<file path="src/rtl/rgp_pkg.sv">
// Constants shared by the two reduced-gigabit ports and the management link.
// Assumes a single 20 MHz system clock; no software registers exist.
//
// Function
// [RL1] Two reduced-gigabit ports, numbered 0 and 1, each have their own clocks, nibbles and control.
// [RL2] A received byte takes bits 3-0 at the rising receive clock edge and bits 7-4 at the falling one.
// [RL3] The receive control line gives data-valid at the rising edge and error at the falling edge.
// [RL4] A sent byte puts bits 3-0 out at the rising transmit clock edge and bits 7-4 at the falling one.
// [RL5] The transmit control line gives enable at the rising edge and error at the falling edge.
// [RL6] The transmit clock pin always lags data and control by an internal delay that cannot be disabled.
// [RL7] The receive clock is delayed by the PHY or board; the port adds no delay of its own.
// [RL8] No port runs at gigabit speed; only 10 and 100 Mbit/s exist.
// [RL9] Incoming management data is sampled at the rising edge of the management clock.
// [RL10] Outgoing management data changes at the falling edge of the management clock.
// [RL11] Management frames are preamble, start, opcode, PHY and register address, turnaround, data.
// [RL12] The transmit clock period at 10 Mbit/s is ten times that at 100 Mbit/s; the code gives four times (4 against 1 clk cycles per half).
package rgp_pkg;

  // ------------------------------------------------------------------
  // Clock and timing
  // ------------------------------------------------------------------
  localparam int CLK_PERIOD_NS   = 50;
  localparam int NUM_PORTS       = 2;
  // Least half period of the management clock (160 ns), kept at 200 ns
  localparam int MDC_HALF_NS     = 200;
  localparam int MDC_HALF_CYC    = (MDC_HALF_NS + CLK_PERIOD_NS - 1) / CLK_PERIOD_NS;
  // Transmit clock half periods for the two speeds, rounded down but never below one cycle
  localparam int TX_HALF_10_NS   = 200;
  localparam int TX_HALF_100_NS  = 20;
  localparam int TX_HALF_10_CYC  = (TX_HALF_10_NS / CLK_PERIOD_NS < 1) ? 1 :
                                   TX_HALF_10_NS / CLK_PERIOD_NS;
  localparam int TX_HALF_100_CYC = (TX_HALF_100_NS / CLK_PERIOD_NS < 1) ? 1 :
                                   TX_HALF_100_NS / CLK_PERIOD_NS;

  // ------------------------------------------------------------------
  // Management frame layout
  // ------------------------------------------------------------------
  localparam int          FRAME_BITS = 64;
  localparam int          TA_BIT     = 46;
  localparam int          DATA_BIT   = 48;
  localparam logic [31:0] PREAMBLE   = 32'hffffffff;
  localparam logic [1:0]  START_CODE = 2'h1;
  localparam logic [1:0]  OP_READ    = 2'h2;
  localparam logic [1:0]  OP_WRITE   = 2'h1;
  localparam logic [1:0]  TA_WRITE   = 2'h2;
  localparam logic [1:0]  TA_READ    = 2'h3;

  typedef enum logic [2:0] {
    RGP_IDLE = 3'h1,
    RGP_RUN  = 3'h2,
    RGP_DONE = 3'h4
  } rgp_mdio_state_t;

endpackage : rgp_pkg

</file>
<file path="src/rtl/rgp_top.sv">
// Two reduced-gigabit ports plus the management clock and data master.
// Assumes an external PHY that makes the receive clocks and answers MDIO.
`timescale 1ns/1ps
module rgp_top
  import rgp_pkg::*;
(
  input  wire logic                          clk,          // System clock, 20 MHz
  input  wire logic                          reset_n,      // Asynchronous reset, active low
  input  wire logic [rgp_pkg::NUM_PORTS-1:0] speed_100,    // Per port: 1 = 100 Mbit/s
  input  wire logic [rgp_pkg::NUM_PORTS-1:0] rxc,          // Receive clock pins
  input  wire logic [rgp_pkg::NUM_PORTS-1:0][3:0] rxd,     // Receive nibble pins
  input  wire logic [rgp_pkg::NUM_PORTS-1:0] rxctl,        // Receive control pins
  output logic      [rgp_pkg::NUM_PORTS-1:0][7:0] rx_data, // Received bytes
  output logic      [rgp_pkg::NUM_PORTS-1:0] rx_dv,        // Byte valid flags
  output logic      [rgp_pkg::NUM_PORTS-1:0] rx_err,       // Byte error flags
  output logic      [rgp_pkg::NUM_PORTS-1:0] rx_strobe,    // Byte pulses
  input  wire logic [rgp_pkg::NUM_PORTS-1:0][7:0] tx_data, // Bytes to send
  input  wire logic [rgp_pkg::NUM_PORTS-1:0] tx_en,        // Transmit enables
  input  wire logic [rgp_pkg::NUM_PORTS-1:0] tx_err,       // Transmit errors
  output logic      [rgp_pkg::NUM_PORTS-1:0] tx_take,      // Byte taken pulses
  output logic      [rgp_pkg::NUM_PORTS-1:0] txc,          // Transmit clock pins
  output logic      [rgp_pkg::NUM_PORTS-1:0][3:0] txd,     // Transmit nibble pins
  output logic      [rgp_pkg::NUM_PORTS-1:0] txctl,        // Transmit control pins
  input  wire logic                          mgmt_start,   // Start a frame
  input  wire logic                          mgmt_read,    // 1: read, 0: write
  input  wire logic [4:0]                    mgmt_phy,     // PHY address
  input  wire logic [4:0]                    mgmt_reg,     // Register address
  input  wire logic [15:0]                   mgmt_wdata,   // Write data
  output logic                               mgmt_busy,    // Frame in progress
  output logic                               mgmt_done,    // Pulse at frame end
  output logic      [15:0]                   mgmt_rdata,   // Read data
  output logic                               mdc,          // Management clock pin
  input  wire logic                          mdio_i,       // Management data in
  output logic                               mdio_o,       // Management data out
  output logic                               mdio_oe       // High while driving
);
  import rgp_pkg::*;

  // ------------------------------------------------------------------
  // Port instances
  // ------------------------------------------------------------------
  // Each port stands alone; they share only clk and reset
  for (genvar p = 0; p < NUM_PORTS; p++) begin : g_port  // [RL1]
    rgp_port u_port (
      .clk       (clk),
      .reset_n   (reset_n),
      .speed_100 (speed_100[p]),
      .rxc       (rxc[p]),
      .rxd       (rxd[p]),
      .rxctl     (rxctl[p]),
      .rx_data   (rx_data[p]),
      .rx_dv     (rx_dv[p]),
      .rx_err    (rx_err[p]),
      .rx_strobe (rx_strobe[p]),
      .tx_data   (tx_data[p]),
      .tx_en     (tx_en[p]),
      .tx_err    (tx_err[p]),
      .tx_take   (tx_take[p]),
      .txc       (txc[p]),
      .txd       (txd[p]),
      .txctl     (txctl[p])
    );
  end

  // ------------------------------------------------------------------
  // Management data input synchroniser
  // ------------------------------------------------------------------
  logic mdi_s1_q, mdi_s2_q;

  always_ff @(posedge clk or negedge reset_n) begin
    if (!reset_n) begin
      mdi_s1_q <= 1'b1;
      mdi_s2_q <= 1'b1;
    end else begin
      mdi_s1_q <= mdio_i;
      mdi_s2_q <= mdi_s1_q;
    end
  end

  // ------------------------------------------------------------------
  // Frame sequencer state
  // ------------------------------------------------------------------
  rgp_mdio_state_t      state_q, state_d;
  logic [FRAME_BITS-1:0] frame_q;
  logic [5:0]            bit_q;
  logic [3:0]            mdiv_q;
  logic                  rd_q;

  // Frame assembled once; the shifter then walks it MSB first
  wire [FRAME_BITS-1:0] frame_load = {PREAMBLE, START_CODE,         // [RL11]
                                      mgmt_read ? OP_READ : OP_WRITE,
                                      mgmt_phy, mgmt_reg,
                                      mgmt_read ? TA_READ : TA_WRITE,
                                      mgmt_read ? 16'hffff : mgmt_wdata};
  wire       accept   = (state_q == RGP_IDLE) && mgmt_start;
  wire       half_end = (mdiv_q == 4'(MDC_HALF_CYC - 1));
  wire       mdc_rise = (state_q == RGP_RUN) && half_end && !mdc;
  wire       mdc_fall = (state_q == RGP_RUN) && half_end && mdc;
  wire       last_bit = (bit_q == 6'(FRAME_BITS - 1));
  wire [5:0] bit_nx   = bit_q + 6'h1;
  // Release the line for the turnaround and data bits of a read
  wire       drive_nx = !(rd_q && (bit_nx >= 6'(TA_BIT)));           // [RL11]

  // Next state decode
  always_comb begin
    state_d = state_q;
    unique case (state_q)
      RGP_IDLE: if (mgmt_start) state_d = RGP_RUN;
      RGP_RUN:  if (mdc_fall && last_bit) state_d = RGP_DONE;
      RGP_DONE: state_d = RGP_IDLE;
      default:  state_d = RGP_IDLE;
    endcase
  end

  always_ff @(posedge clk or negedge reset_n) begin
    if (!reset_n) state_q <= RGP_IDLE;
    else          state_q <= state_d;
  end

  // Management clock divider; runs only inside a frame
  always_ff @(posedge clk or negedge reset_n) begin
    if (!reset_n) begin
      mdiv_q <= 4'h0;
      mdc <= 1'b0;
    end else if (state_q != RGP_RUN) begin
      mdiv_q <= 4'h0;
      mdc <= 1'b0;
    end else begin
      mdiv_q <= half_end ? 4'h0 : mdiv_q + 4'h1;
      if (half_end) mdc <= ~mdc;
    end
  end

  // ------------------------------------------------------------------
  // Bit launch and sampling
  // ------------------------------------------------------------------
  // First bit goes out at accept; the rest at each falling edge
  always_ff @(posedge clk or negedge reset_n) begin
    if (!reset_n) begin
      frame_q <= '0;
      bit_q <= 6'h0;
      rd_q <= 1'b0;
      mdio_o <= 1'b1;
      mdio_oe <= 1'b0;
    end else if (accept) begin
      frame_q <= frame_load;
      bit_q <= 6'h0;
      rd_q <= mgmt_read;
      mdio_o <= frame_load[FRAME_BITS-1];                            // [RL11]
      mdio_oe <= 1'b1;
    end else if (mdc_fall) begin
      frame_q <= {frame_q[FRAME_BITS-2:0], 1'b0};
      bit_q <= bit_nx;
      mdio_o <= last_bit ? 1'b1 : frame_q[FRAME_BITS-2];             // [RL10]
      mdio_oe <= !last_bit && drive_nx;                              // [RL10]
    end
  end

  // Read data is shifted in only on rising management clock edges
  always_ff @(posedge clk or negedge reset_n) begin
    if (!reset_n) mgmt_rdata <= 16'h0000;
    else if (mdc_rise && rd_q && bit_q >= 6'(DATA_BIT))
      mgmt_rdata <= {mgmt_rdata[14:0], mdi_s2_q};                    // [RL9]
  end

  // Status flags
  always_ff @(posedge clk or negedge reset_n) begin
    if (!reset_n) begin
      mgmt_busy <= 1'b0;
      mgmt_done <= 1'b0;
    end else begin
      mgmt_busy <= (state_d != RGP_IDLE);
      mgmt_done <= (state_q == RGP_RUN) && (state_d == RGP_DONE);
    end
  end
endmodule : rgp_top

</file>
<file path="src/rtl/rgp_port.sv">
// One reduced-gigabit port: double-rate receive capture and transmit launch.
// Assumes the receive pins are asynchronous and sampled on clk.
`timescale 1ns/1ps
module rgp_port
  import rgp_pkg::*;
(
  input  wire logic       clk,        // System clock
  input  wire logic       reset_n,    // Asynchronous reset, active low
  input  wire logic       speed_100,  // 1: 100 Mbit/s, 0: 10 Mbit/s
  input  wire logic       rxc,        // Receive clock pin
  input  wire logic [3:0] rxd,        // Receive nibble pin
  input  wire logic       rxctl,      // Receive control pin
  output logic      [7:0] rx_data,    // Reassembled byte
  output logic            rx_dv,      // Byte valid indication
  output logic            rx_err,     // Byte error indication
  output logic            rx_strobe,  // One-cycle pulse per byte
  input  wire logic [7:0] tx_data,    // Byte to send
  input  wire logic       tx_en,      // Transmit enable for the byte
  input  wire logic       tx_err,     // Transmit error for the byte
  output logic            tx_take,    // Pulse: byte inputs taken
  output logic            txc,        // Transmit clock pin
  output logic      [3:0] txd,        // Transmit nibble pin
  output logic            txctl       // Transmit control pin
);
  import rgp_pkg::*;

  // ------------------------------------------------------------------
  // Receive synchronisers and edge finding
  // ------------------------------------------------------------------
  logic [3:0] rxd_s1_q, rxd_s2_q, lo_q;
  logic       rxc_s1_q, rxc_s2_q, rxc_s3_q, ctl_s1_q, ctl_s2_q, dv_q;
  wire        rx_rise = rxc_s2_q & ~rxc_s3_q;
  wire        rx_fall = ~rxc_s2_q & rxc_s3_q;

  // Same two-stage depth on clock and data keeps them aligned
  always_ff @(posedge clk or negedge reset_n) begin
    if (!reset_n) begin
      {rxc_s1_q, rxc_s2_q, rxc_s3_q} <= 3'h0;
      {ctl_s1_q, ctl_s2_q}           <= 2'h0;
      rxd_s1_q <= 4'h0;
      rxd_s2_q <= 4'h0;
    end else begin
      {rxc_s1_q, rxc_s2_q, rxc_s3_q} <= {rxc, rxc_s1_q, rxc_s2_q};
      {ctl_s1_q, ctl_s2_q}           <= {rxctl, ctl_s1_q};
      rxd_s1_q <= rxd;
      rxd_s2_q <= rxd_s1_q;
    end
  end

  // Low nibble and valid at rise, high nibble and error at fall
  always_ff @(posedge clk or negedge reset_n) begin
    if (!reset_n) begin
      lo_q <= 4'h0;
      dv_q <= 1'b0;
      rx_data <= 8'h00;
      rx_dv <= 1'b0;
      rx_err <= 1'b0;
      rx_strobe <= 1'b0;
    end else begin
      rx_strobe <= rx_fall;
      if (rx_rise) begin
        lo_q <= rxd_s2_q;                 // [RL2]
        dv_q <= ctl_s2_q;                 // [RL3]
      end
      if (rx_fall) begin
        rx_data <= {rxd_s2_q, lo_q};      // [RL2]
        rx_dv   <= dv_q;                  // [RL3]
        rx_err  <= ctl_s2_q;              // [RL3]
      end
    end
  end

  // ------------------------------------------------------------------
  // Transmit clock divider and launch
  // ------------------------------------------------------------------
  logic [3:0] div_q, hi_q;
  logic       phase_q, err_q;
  // Only two speeds exist; there is no gigabit setting at all
  wire  [3:0] half_m1 = speed_100 ? 4'(TX_HALF_100_CYC - 1)   // [RL8] [RL12]
                                  : 4'(TX_HALF_10_CYC - 1);
  wire        wrap    = (div_q >= half_m1);

  always_ff @(posedge clk or negedge reset_n) begin
    if (!reset_n) begin
      div_q <= 4'h0;
      phase_q <= 1'b0;
      hi_q <= 4'h0;
      err_q <= 1'b0;
      txd <= 4'h0;
      txctl <= 1'b0;
      tx_take <= 1'b0;
    end else begin
      div_q   <= wrap ? 4'h0 : div_q + 4'h1;
      tx_take <= wrap & ~phase_q;
      if (wrap) begin
        phase_q <= ~phase_q;
        if (!phase_q) begin
          txd   <= tx_data[3:0];          // [RL4]
          txctl <= tx_en;                 // [RL5]
          hi_q  <= tx_data[7:4];
          err_q <= tx_err;
        end else begin
          txd   <= hi_q;                  // [RL4]
          txctl <= err_q;                 // [RL5]
        end
      end
    end
  end

  // Pin clock lags the launch by one cycle; always on, no bypass
  always_ff @(posedge clk or negedge reset_n) begin
    if (!reset_n) txc <= 1'b0;
    else          txc <= phase_q;         // [RL6]
  end
endmodule : rgp_port

</file>
<file path="config.mk">
export PLATFORM = sky130hd
export DESIGN_NAME = rgp_top
export DESIGN_NICKNAME = d
export VERILOG_FILES = /design/src/rtl/rgp_pkg.sv /design/src/rtl/rgp_top.sv /design/src/rtl/rgp_port.sv
export SDC_FILE = /design/constraint.sdc
export NUM_CORES = 1
export LEC_CHECK = 0
export CAP_MARGIN = 10
export CORE_MARGIN = 8
export CORE_UTILIZATION = 33
export CTS_CLUSTER_SIZE = 25
export DETAILED_ROUTE_END_ITERATION = 8
export DONT_BUFFER_PORTS = 1
export PLACE_DENSITY = 0.45
export SYNTH_ARGS = -nofsm -noshare
export SYNTH_HDL_FRONTEND = slang
export SYNTH_SLANG_ARGS = --single-unit
export TNS_END_PERCENT = 10
</file>
<file path="constraint.sdc">
create_clock -name clk -period 2.7 [get_ports clk]
set_input_delay 0.135 -clock clk [delete_from_list [all_inputs] [get_ports clk]]
set_output_delay 0.135 -clock clk [all_outputs]
set_load 0.005 [all_outputs]
</file>
==> implementation parameters, run 1 <==
Parameter                              Value

Synth
  Count of flip-flops with a built-in enable after synthesis    0
  Area fraction of the dominant cell type after synthesis    between 60% and 70%
  Per-instance average area after synthesis    roughly 12 µm²
  Ys flop type    dfrtp_1
  Number of cells produced by synthesis    approximately 630
  Count of synthesis-stage warnings from yosys    0
  Synth area leader    dfrtp_1
  Cell Area, Synth    roughly 7600 µm²
  Leading post-synthesis cells by cell area    dfrtp_1 (62%), mux2_2 (8.3%), nand2_1 (6.9%)
  Most frequently used cell type in the post-synthesis netlist    dfrtp_1
  Ys async rst share    100.0%
  Top cells by count, synth    dfrtp_1 (188), nand2_1 (139), mux2_2 (56)
  Seq/Total Area, Yosys    63.66%
  Distinct cell type count of the synthesized netlist    46
  Post-synthesis sequential element count    around 190

Clock tree
  Clock tree from TritonCTS    done
  Clock Sink Count    about 190
  Inserted Clock Buffers    17
  Cell chosen for the clock root    clkbuf_16
  Post-CTS sizing    0
  Max Root-Sink Buffers    2
  Clock slew at reported path FFs    80 ps
  Post-CTS Hold Fix Bufs    60
  Clk_lat worst skew    420 ps
  Buffer count from post-CTS setup fixing    0
  Total number of H-tree levels    4

Place
  Placer's final routability congestion estimate    0.7337
  DPL Wire Length    about 9400 µm
  Post-placement setup slack    683.4 ps
  Number of I/O port buffers    0

Critical path
  Worst Setup End Kind    flip-flop
  Crit Reg-Reg Startpoint    g_port[0].u_port.div_q[0]$_DFF_PN0_
  Cell count of the worst reg-to-reg path    7
  Reg-to-reg setup timing slack    slightly below 700 ps
  Highest cell delay on the worst timing path    between 300 and 400 ps
  Maximum net fanout on the critical path    15
  Cell family with the largest share of critical-path delay    flip-flops
  Ordered cell list for the critical path    inv_1 -> ha_1 -> nand2b_1 -> a2111oi_4 -> buf_4 -> nor2_1 -> mux2_2
  Worst Setup Start Kind    flip-flop
  Worst Path Class, Setup    flip-flop to flip-flop
  Worst Path Arrival    about 2300 ps
  Reg2Reg Capture Point    g_port[0].u_port.err_q$_DFFE_PN0P_
  Critical-path top delay cell    dfrtp_1
  Crit path required time    roughly 3000 ps
  Combined buffer and inverter count along the critical path    2

Routing
  Number of detailed-route iterations in the first pass    5
  DR WL/cell    around 15 µm
  Remaining antenna violation count    0
  Residual DRC    0
  First-iteration detailed-routing DRC count    282
  Total number of vias    around 4600
  Total Wirelength    approximately 15000 µm
  Detailed-route vias per instance    about 4.7

Timing
  Unrepaired setup endpoints after global routing    false
  Time the final worst path needs with I/O delays and setup    2011 ps
  Crit share post-route    74.50%
  Fmax    between 400 and 500 MHz
  Hold slack    -600.1 ps
  Count of final max-slew check failures    0
  Worst clock skew    11.82 ps
  Worst setup slack after layout    between 600 and 700 ps
  Sum Neg Setup Slack    0 ps
  Transition time of the tightest slew-check pin    652.5 ps
  Final Hold Fails    192
  Worst slew margin relative to its limit    a little under three fifths
  Final setup fails    0

Die
  I/O pin count    between 100 and 150
  Initial core utilization    33.47%
  Vert. Die Dim    about 170 µm
  Total Die Area    between 20000 and 30000 µm²
  Width of the die    167.3 µm
  Number of placement rows    55
  Placeable core region    between 20000 and 25000 µm²

Run status
  Result of the run    complete, but fails checks
  Violations in the final reports    negative hold slack

GRT
  First-pass GRT wire length    between 20000 and 30000 µm
  Number of antenna violations at the first check in global routing    0
  Pin count of the biggest net entering global routing    slightly below 200
  Overflow left after global routing    0
  GRT Util Overall    between 10 and 15%
  Vias in the first global route    slightly below 5000

Power and ir drop
  Max IR drop VDD    ~380 µV
  Power density over cell area    816.8 nW/µm²
  Static leakage    between 3 and 4 nW

Layout
  Fraction of the core area covered by cells at the end of the flow    between 30% and 40%
  # nets final    ~750
  Layout cell share with drive strength beyond 1    between 15 and 20%
  Area added between synthesis and finish    18.63%
  Number of antenna repair diodes    0

Flow run
  Max_cap viols    0

Hold path
  Tightest Hold Check Type    input pin to asynchronous set/reset pin
==> metal layers <==
layer,vias up,global-route usage (%),share of wire (%)
li1,2222,-,-
met1,2272,13.53,44
met2,75,18.82,52
met3,6,3.010,3.8
met4,0,2.795,0.76
met5,-,0,0
==> placed cells by master (no fill, tap or decap), types with 11 or more instances in the layout <==
cell           synthesis  final
nand2_1              139    139
clkbuf_16              0     17
inv_1                 13     13
o21ai_0               49     49
dlygate4sd3_1          0     60
nor2_1                12     12
mux2_2                56     56
mux2i_1               11     11
a31oi_1               18     18
dfrtp_1              188    188
nor3_1                18     18
==> cells by family (layout without fill, tap and decap cells) <==
kind of cell / count (synthesis) / after routing / synth area share [%]
simple gates: 207 / 207 / 12.52
other cells: 1 / 2 / 0.04964
flops: 192 / 192 / 63.66
mux: 67 / 67 / 9.805
buf+inv: 58 / 114 / 3.909
fa+ha+maj: 10 / 10 / 1.623
compound gates: 92 / 92 / 7.618
xor+xnor: 7 / 7 / 0.8115
==> power breakdown <==
part	leakage, nW	internal [mW]	switching (mW)
Combinational	1.29	0.499	0.469
Clock	0.297	1.34	1.22
Sequential	2.20	3.41	0.381
==> sequential cells by signal (all words and copies together), names as in the netlist, 4 cells and up <==
name / cells
frame_q: 63
g_port.u_port.rx_data: 16
mgmt_rdata: 16
g_port.u_port.div_q: 8
g_port.u_port.hi_q: 8
g_port.u_port.lo_q: 8
g_port.u_port.rxd_s1_q: 8
g_port.u_port.rxd_s2_q: 8
g_port.u_port.txd: 8
bit_q: 6
mdiv_q: 4
==> worst max path at each step <==
| stage | start | cells after the start | slack [ps] | to |
|---|---|---|---|---|
| finish | g_port[0].u_port.div_q[0]$_DFF_PN0_ | 7 | 690 | g_port[0].u_port.err_q$_DFFE_PN0P_ |
| global placement | g_port[0].u_port.div_q[0]$_DFF_PN0_ | 7 | 770 | g_port[0].u_port.hi_q[0]$_DFFE_PN0P_ |
| floorplan | mdiv_q[0]$_DFF_PN0_ | 6 | 790 | mgmt_rdata[10]$_DFFE_PN0P_ |
| detailed placement | g_port[0].u_port.div_q[0]$_DFF_PN0_ | 7 | 680 | g_port[0].u_port.err_q$_DFFE_PN0P_ |
| CTS | g_port[0].u_port.div_q[0]$_DFF_PN0_ | 7 | 670 | g_port[0].u_port.err_q$_DFFE_PN0P_ |
| global route | g_port[0].u_port.div_q[0]$_DFF_PN0_ | 7 | 500 | g_port[0].u_port.err_q$_DFFE_PN0P_ |
==> area by class of cell <==
cell class	instances	area, µm²
clock buffer	17	425.4
clock inverter	15	187.7
fill	2163	13610
inverter	13	48.80
multi-input combinational	385	2454
sequential	192	4810
tap	285	356.6
timing repair buffer	69	680.7
==> metrics by stage <==
step | cell area [µm²] | total power, mW | instances
after CTS | 8962 | 7.475 | 976
after global routing | 8962 | 7.748 | 976
after detailed placement | 7749 | 4.774 | 884
after global placement | 7749 | 4.717 | 884
after floorplan | 7559 | 4.560 | 635
final | 8962 | 7.320 | 976
(Power assumes the default switching activity.)
==> run 2: changes to the inputs <==
- clock period: 2.7 -> 1.9 ns (I/O delays scaled with it)
==> run 2 against run 1 <==
Against the previous run: the run still ends with negative hold slack left; hold slack got worse by 46 ps; cell area increased by 3.6%; sequential share of layout area decreased by 1.9 points; cell count increased by 2.0%; worst setup slack got worse by 680 ps; sequential power increased by 40%; critical endpoint is now mgmt_rdata[6]$_DFFE_PN0P_; largest cell class unchanged; largest power group unchanged.
==> implementation parameters, run 2 (synthesis results as in run 1) <==
Parameter                              Value

Hold path
  Tightest Hold Check Type    input pin to asynchronous set/reset pin (unchanged)

Layout
  Area added between synthesis and finish    22.87% (was 18.63%)
  Register name with the most flops    frame_q (unchanged)
  Most common library cell in the layout ignoring fill and taps    dfrtp_1 (unchanged)
  Max FFs per register    63 (unchanged)
  # nets final    772 (was 752)
  Registers with the highest flip-flop counts    frame_q: 63 flops, g_port.u_port.rx_data: 16 flops, mgmt_rdata: 16 flops (unchanged)
  Layout cell share with drive strength beyond 1    18.85% (was 15.77%)
  Number of antenna repair diodes    0 (unchanged)
  Commonest non-fill, non-tap cells in the layout    dfrtp_1 (188), nand2_1 (139), dlygate4sd3_1 (60) (unchanged)

GRT
  First-pass GRT wire length    26410 µm (was 25460 µm)
  Number of antenna violations at the first check in global routing    0 (unchanged)
  Overflow left after global routing    0 (unchanged)
  Pin count of the biggest net entering global routing    193 (unchanged)
  Met3 GRT Util    3.574% (was 3.010%)
  Vias in the first global route    5041 (was 4865)
  GRT Util Overall    11.46% (was 11.00%)
  Most heavily used metal layer in global routing    met2 (unchanged)
  Global routing usage on met2    18.73% (was 18.82%)
  Routing usage on met1    14.26% (was 13.53%)

Clock tree
  Max Root-Sink Buffers    2 (unchanged)
  Post-CTS Hold Fix Bufs    60 (unchanged)
  Clock Sink Count    192 (unchanged)
  Cell chosen for the clock root    clkbuf_16 (unchanged)
  Clk_lat worst skew    430 ps (was 420 ps)
  Total number of H-tree levels    4 (unchanged)
  Clock slew at reported path FFs    80 ps (about the same)
  Inserted Clock Buffers    17 (unchanged)
  Clock tree from TritonCTS    done (unchanged)

Power and ir drop
  Max IR drop VDD    490.6 µV (was 380.5 µV)
  Power density over cell area    1133 nW/µm² (was 816.8 nW/µm²)
  Static leakage    3.944 nW (was 3.790 nW)
  Overall Power    10.52 mW (was 7.320 mW)

Critical path
  Highest cell delay on the worst timing path    370 ps (was 380 ps)
  Cell family with the largest share of critical-path delay    buffers and inverters (was flip-flops)
  Reg-to-reg setup timing slack    10 ps (was 690 ps)
  Critical-path top delay cell    dfrtp_1 (unchanged)
  Worst Setup Start Kind    flip-flop (unchanged)
  Ordered cell list for the critical path    ha_2 -> nor3b_4 -> buf_6 -> nand2_4 -> nor4_4 -> buf_6 -> clkbuf_16 -> mux2_2 (was inv_1 -> ha_1 -> nand2b_1 -> a2111oi_4 -> buf_4 -> nor2_1 -> mux2_2)
  Cell seen most often among critical-path stages    buf_6
  Worst Path Arrival    2210 ps (was 2310 ps)
  Crit path required time    2220 ps (was 3000 ps)
  Worst Path Class, Setup    flip-flop to flip-flop (unchanged)
  Combined buffer and inverter count along the critical path    3 (was 2)
  Worst Setup End Kind    flip-flop (unchanged)
  Maximum net fanout on the critical path    8 (was 15)

Routing
  Detailed-route vias per instance    4.719 (was 4.688)
  First-iteration detailed-routing DRC count    303 (was 282)
  DR WL/cell    15.81 µm (was 15.33 µm)
  Total number of vias    4700 (was 4575)
  Residual DRC    0 (unchanged)
  Number of detailed-route iterations in the first pass    4 (was 5)
  Total Wirelength    15750 µm (was 14960 µm)
  Remaining antenna violation count    0 (unchanged)

Timing
  Hold slack    -645.7 ps (was -600.1 ps)
  Final Hold Fails    192 (unchanged)
  Time the final worst path needs with I/O delays and setup    1889 ps (was 2011 ps)
  Worst clock skew    12.99 ps (was 11.82 ps)
  Sum Neg Setup Slack    0 ps (unchanged)
  Unrepaired setup endpoints after global routing    true (was false)
  Crit share post-route    99.41% (was 74.50%)
  Worst slew margin relative to its limit    54.44% (was 56.36%)
  Fmax    529.5 MHz (was 497.2 MHz)
  Transition time of the tightest slew-check pin    681.2 ps (was 652.5 ps)
  Count of final max-slew check failures    0 (unchanged)
  Final setup fails    0 (unchanged)
  Worst setup slack after layout    11.29 ps (was 688.5 ps)

Die
  I/O pin count    122 (unchanged)
  Width of the die    167.3 µm (unchanged)
  Vert. Die Dim    167.3 µm (unchanged)
  Placeable core region    22570 µm² (unchanged)
  Initial core utilization    33.47% (unchanged)
  Number of placement rows    55 (unchanged)
  Total Die Area    27990 µm² (unchanged)

Flow run
  Max_cap viols    0 (unchanged)

Place
  Number of I/O port buffers    0 (unchanged)
  DPL Wire Length    9798 µm (was 9444 µm)
  Post-placement setup slack    -73.14 ps (was 683.4 ps)
  Placer's final routability congestion estimate    0.7215 (was 0.7337)

Run status
  Result of the run    complete, but fails checks (unchanged)
  Violations in the final reports    negative hold slack (unchanged)
run 2: cell types whose count changed in the layout (fill, tap and decap cells not counted), sizes merged:
| cell | previous run | this run |
|---|---|---|
| clkbuf | 17 | 19 |
| inv | 20 | 19 |
| bufinv | 1 | 0 |
| clkinvlp | 1 | 0 |
| buf | 9 | 27 |
| clkinv | 6 | 9 |
run 2: worst paths after layout:
kind                                                             start                                      to  cells after the start
worst max-delay path                               mdiv_q[1]$_DFF_PN0_               mgmt_rdata[6]$_DFFE_PN0P_                      8
worst min-delay path                                           reset_n     g_port[1].u_port.txd[0]$_DFFE_PN0N_                      0
worst max register to register                     mdiv_q[1]$_DFF_PN0_               mgmt_rdata[6]$_DFFE_PN0P_                      8
worst min register to register  g_port[1].u_port.rxd_s1_q[1]$_DFF_PN0_  g_port[1].u_port.rxd_s2_q[1]$_DFF_PN0_                      0
max in group asynchronous                                      reset_n                      mdi_s1_q$_DFF_PN1_                      0
min in group clk                                            mgmt_start                     mgmt_busy$_DFF_PN0_                      3
run 2: cell type report:
class | count | area, µm²
Multi-Input combinational cell | 385 | 2525
Sequential cell | 192 | 4810
Clock inverter | 15 | 206.4
Tap cell | 285 | 356.6
Inverter | 13 | 48.80
Clock buffer | 17 | 425.4
Fill cell | 2127 | 13290
Timing Repair Buffer | 89 | 910.9
run 2: power by group:
part / internal [mW] / leakage, nW / switching (mW)
clock: 1.82 / 0.301 / 1.84
sequential: 4.84 / 2.20 / 0.475
combinational: 0.768 / 1.44 / 0.768
run 2: metrics by stage:
stage | utilization [%] | hold WS [ps] | cell area (µm²) | cells
final | 41.13 | -645.7 | 9283 | 996
after detailed placement | 34.89 | -193.4 | 7876 | 896
after global placement | 34.89 | -193.2 | 7876 | 896
after global routing | 41.13 | -681.3 | 9283 | 996
after floorplan | - | -200.6 | 7559 | 635
after CTS | 40.50 | -668.6 | 9141 | 988
run 2: layer usage:
layer | routed length, µm | up-vias
met3 | 697 | 13
met1 | 7083 | 2347
li1 | - | 2263
met5 | 0 | -
met4 | 193 | 0
met2 | 7771 | 77
run 2: what timing repair did:
| item | in CTS | in global routing |
|---|---|---|
| endpoints found under the setup margin | 19 | 51 |
| gates cloned | 0 | 2 |
| gates resized for setup | 7 | 13 |
| endpoints found under the hold margin | 255 | 192 |
| setup buffers | 0 | 6 |
| pin swaps | 0 | 1 |
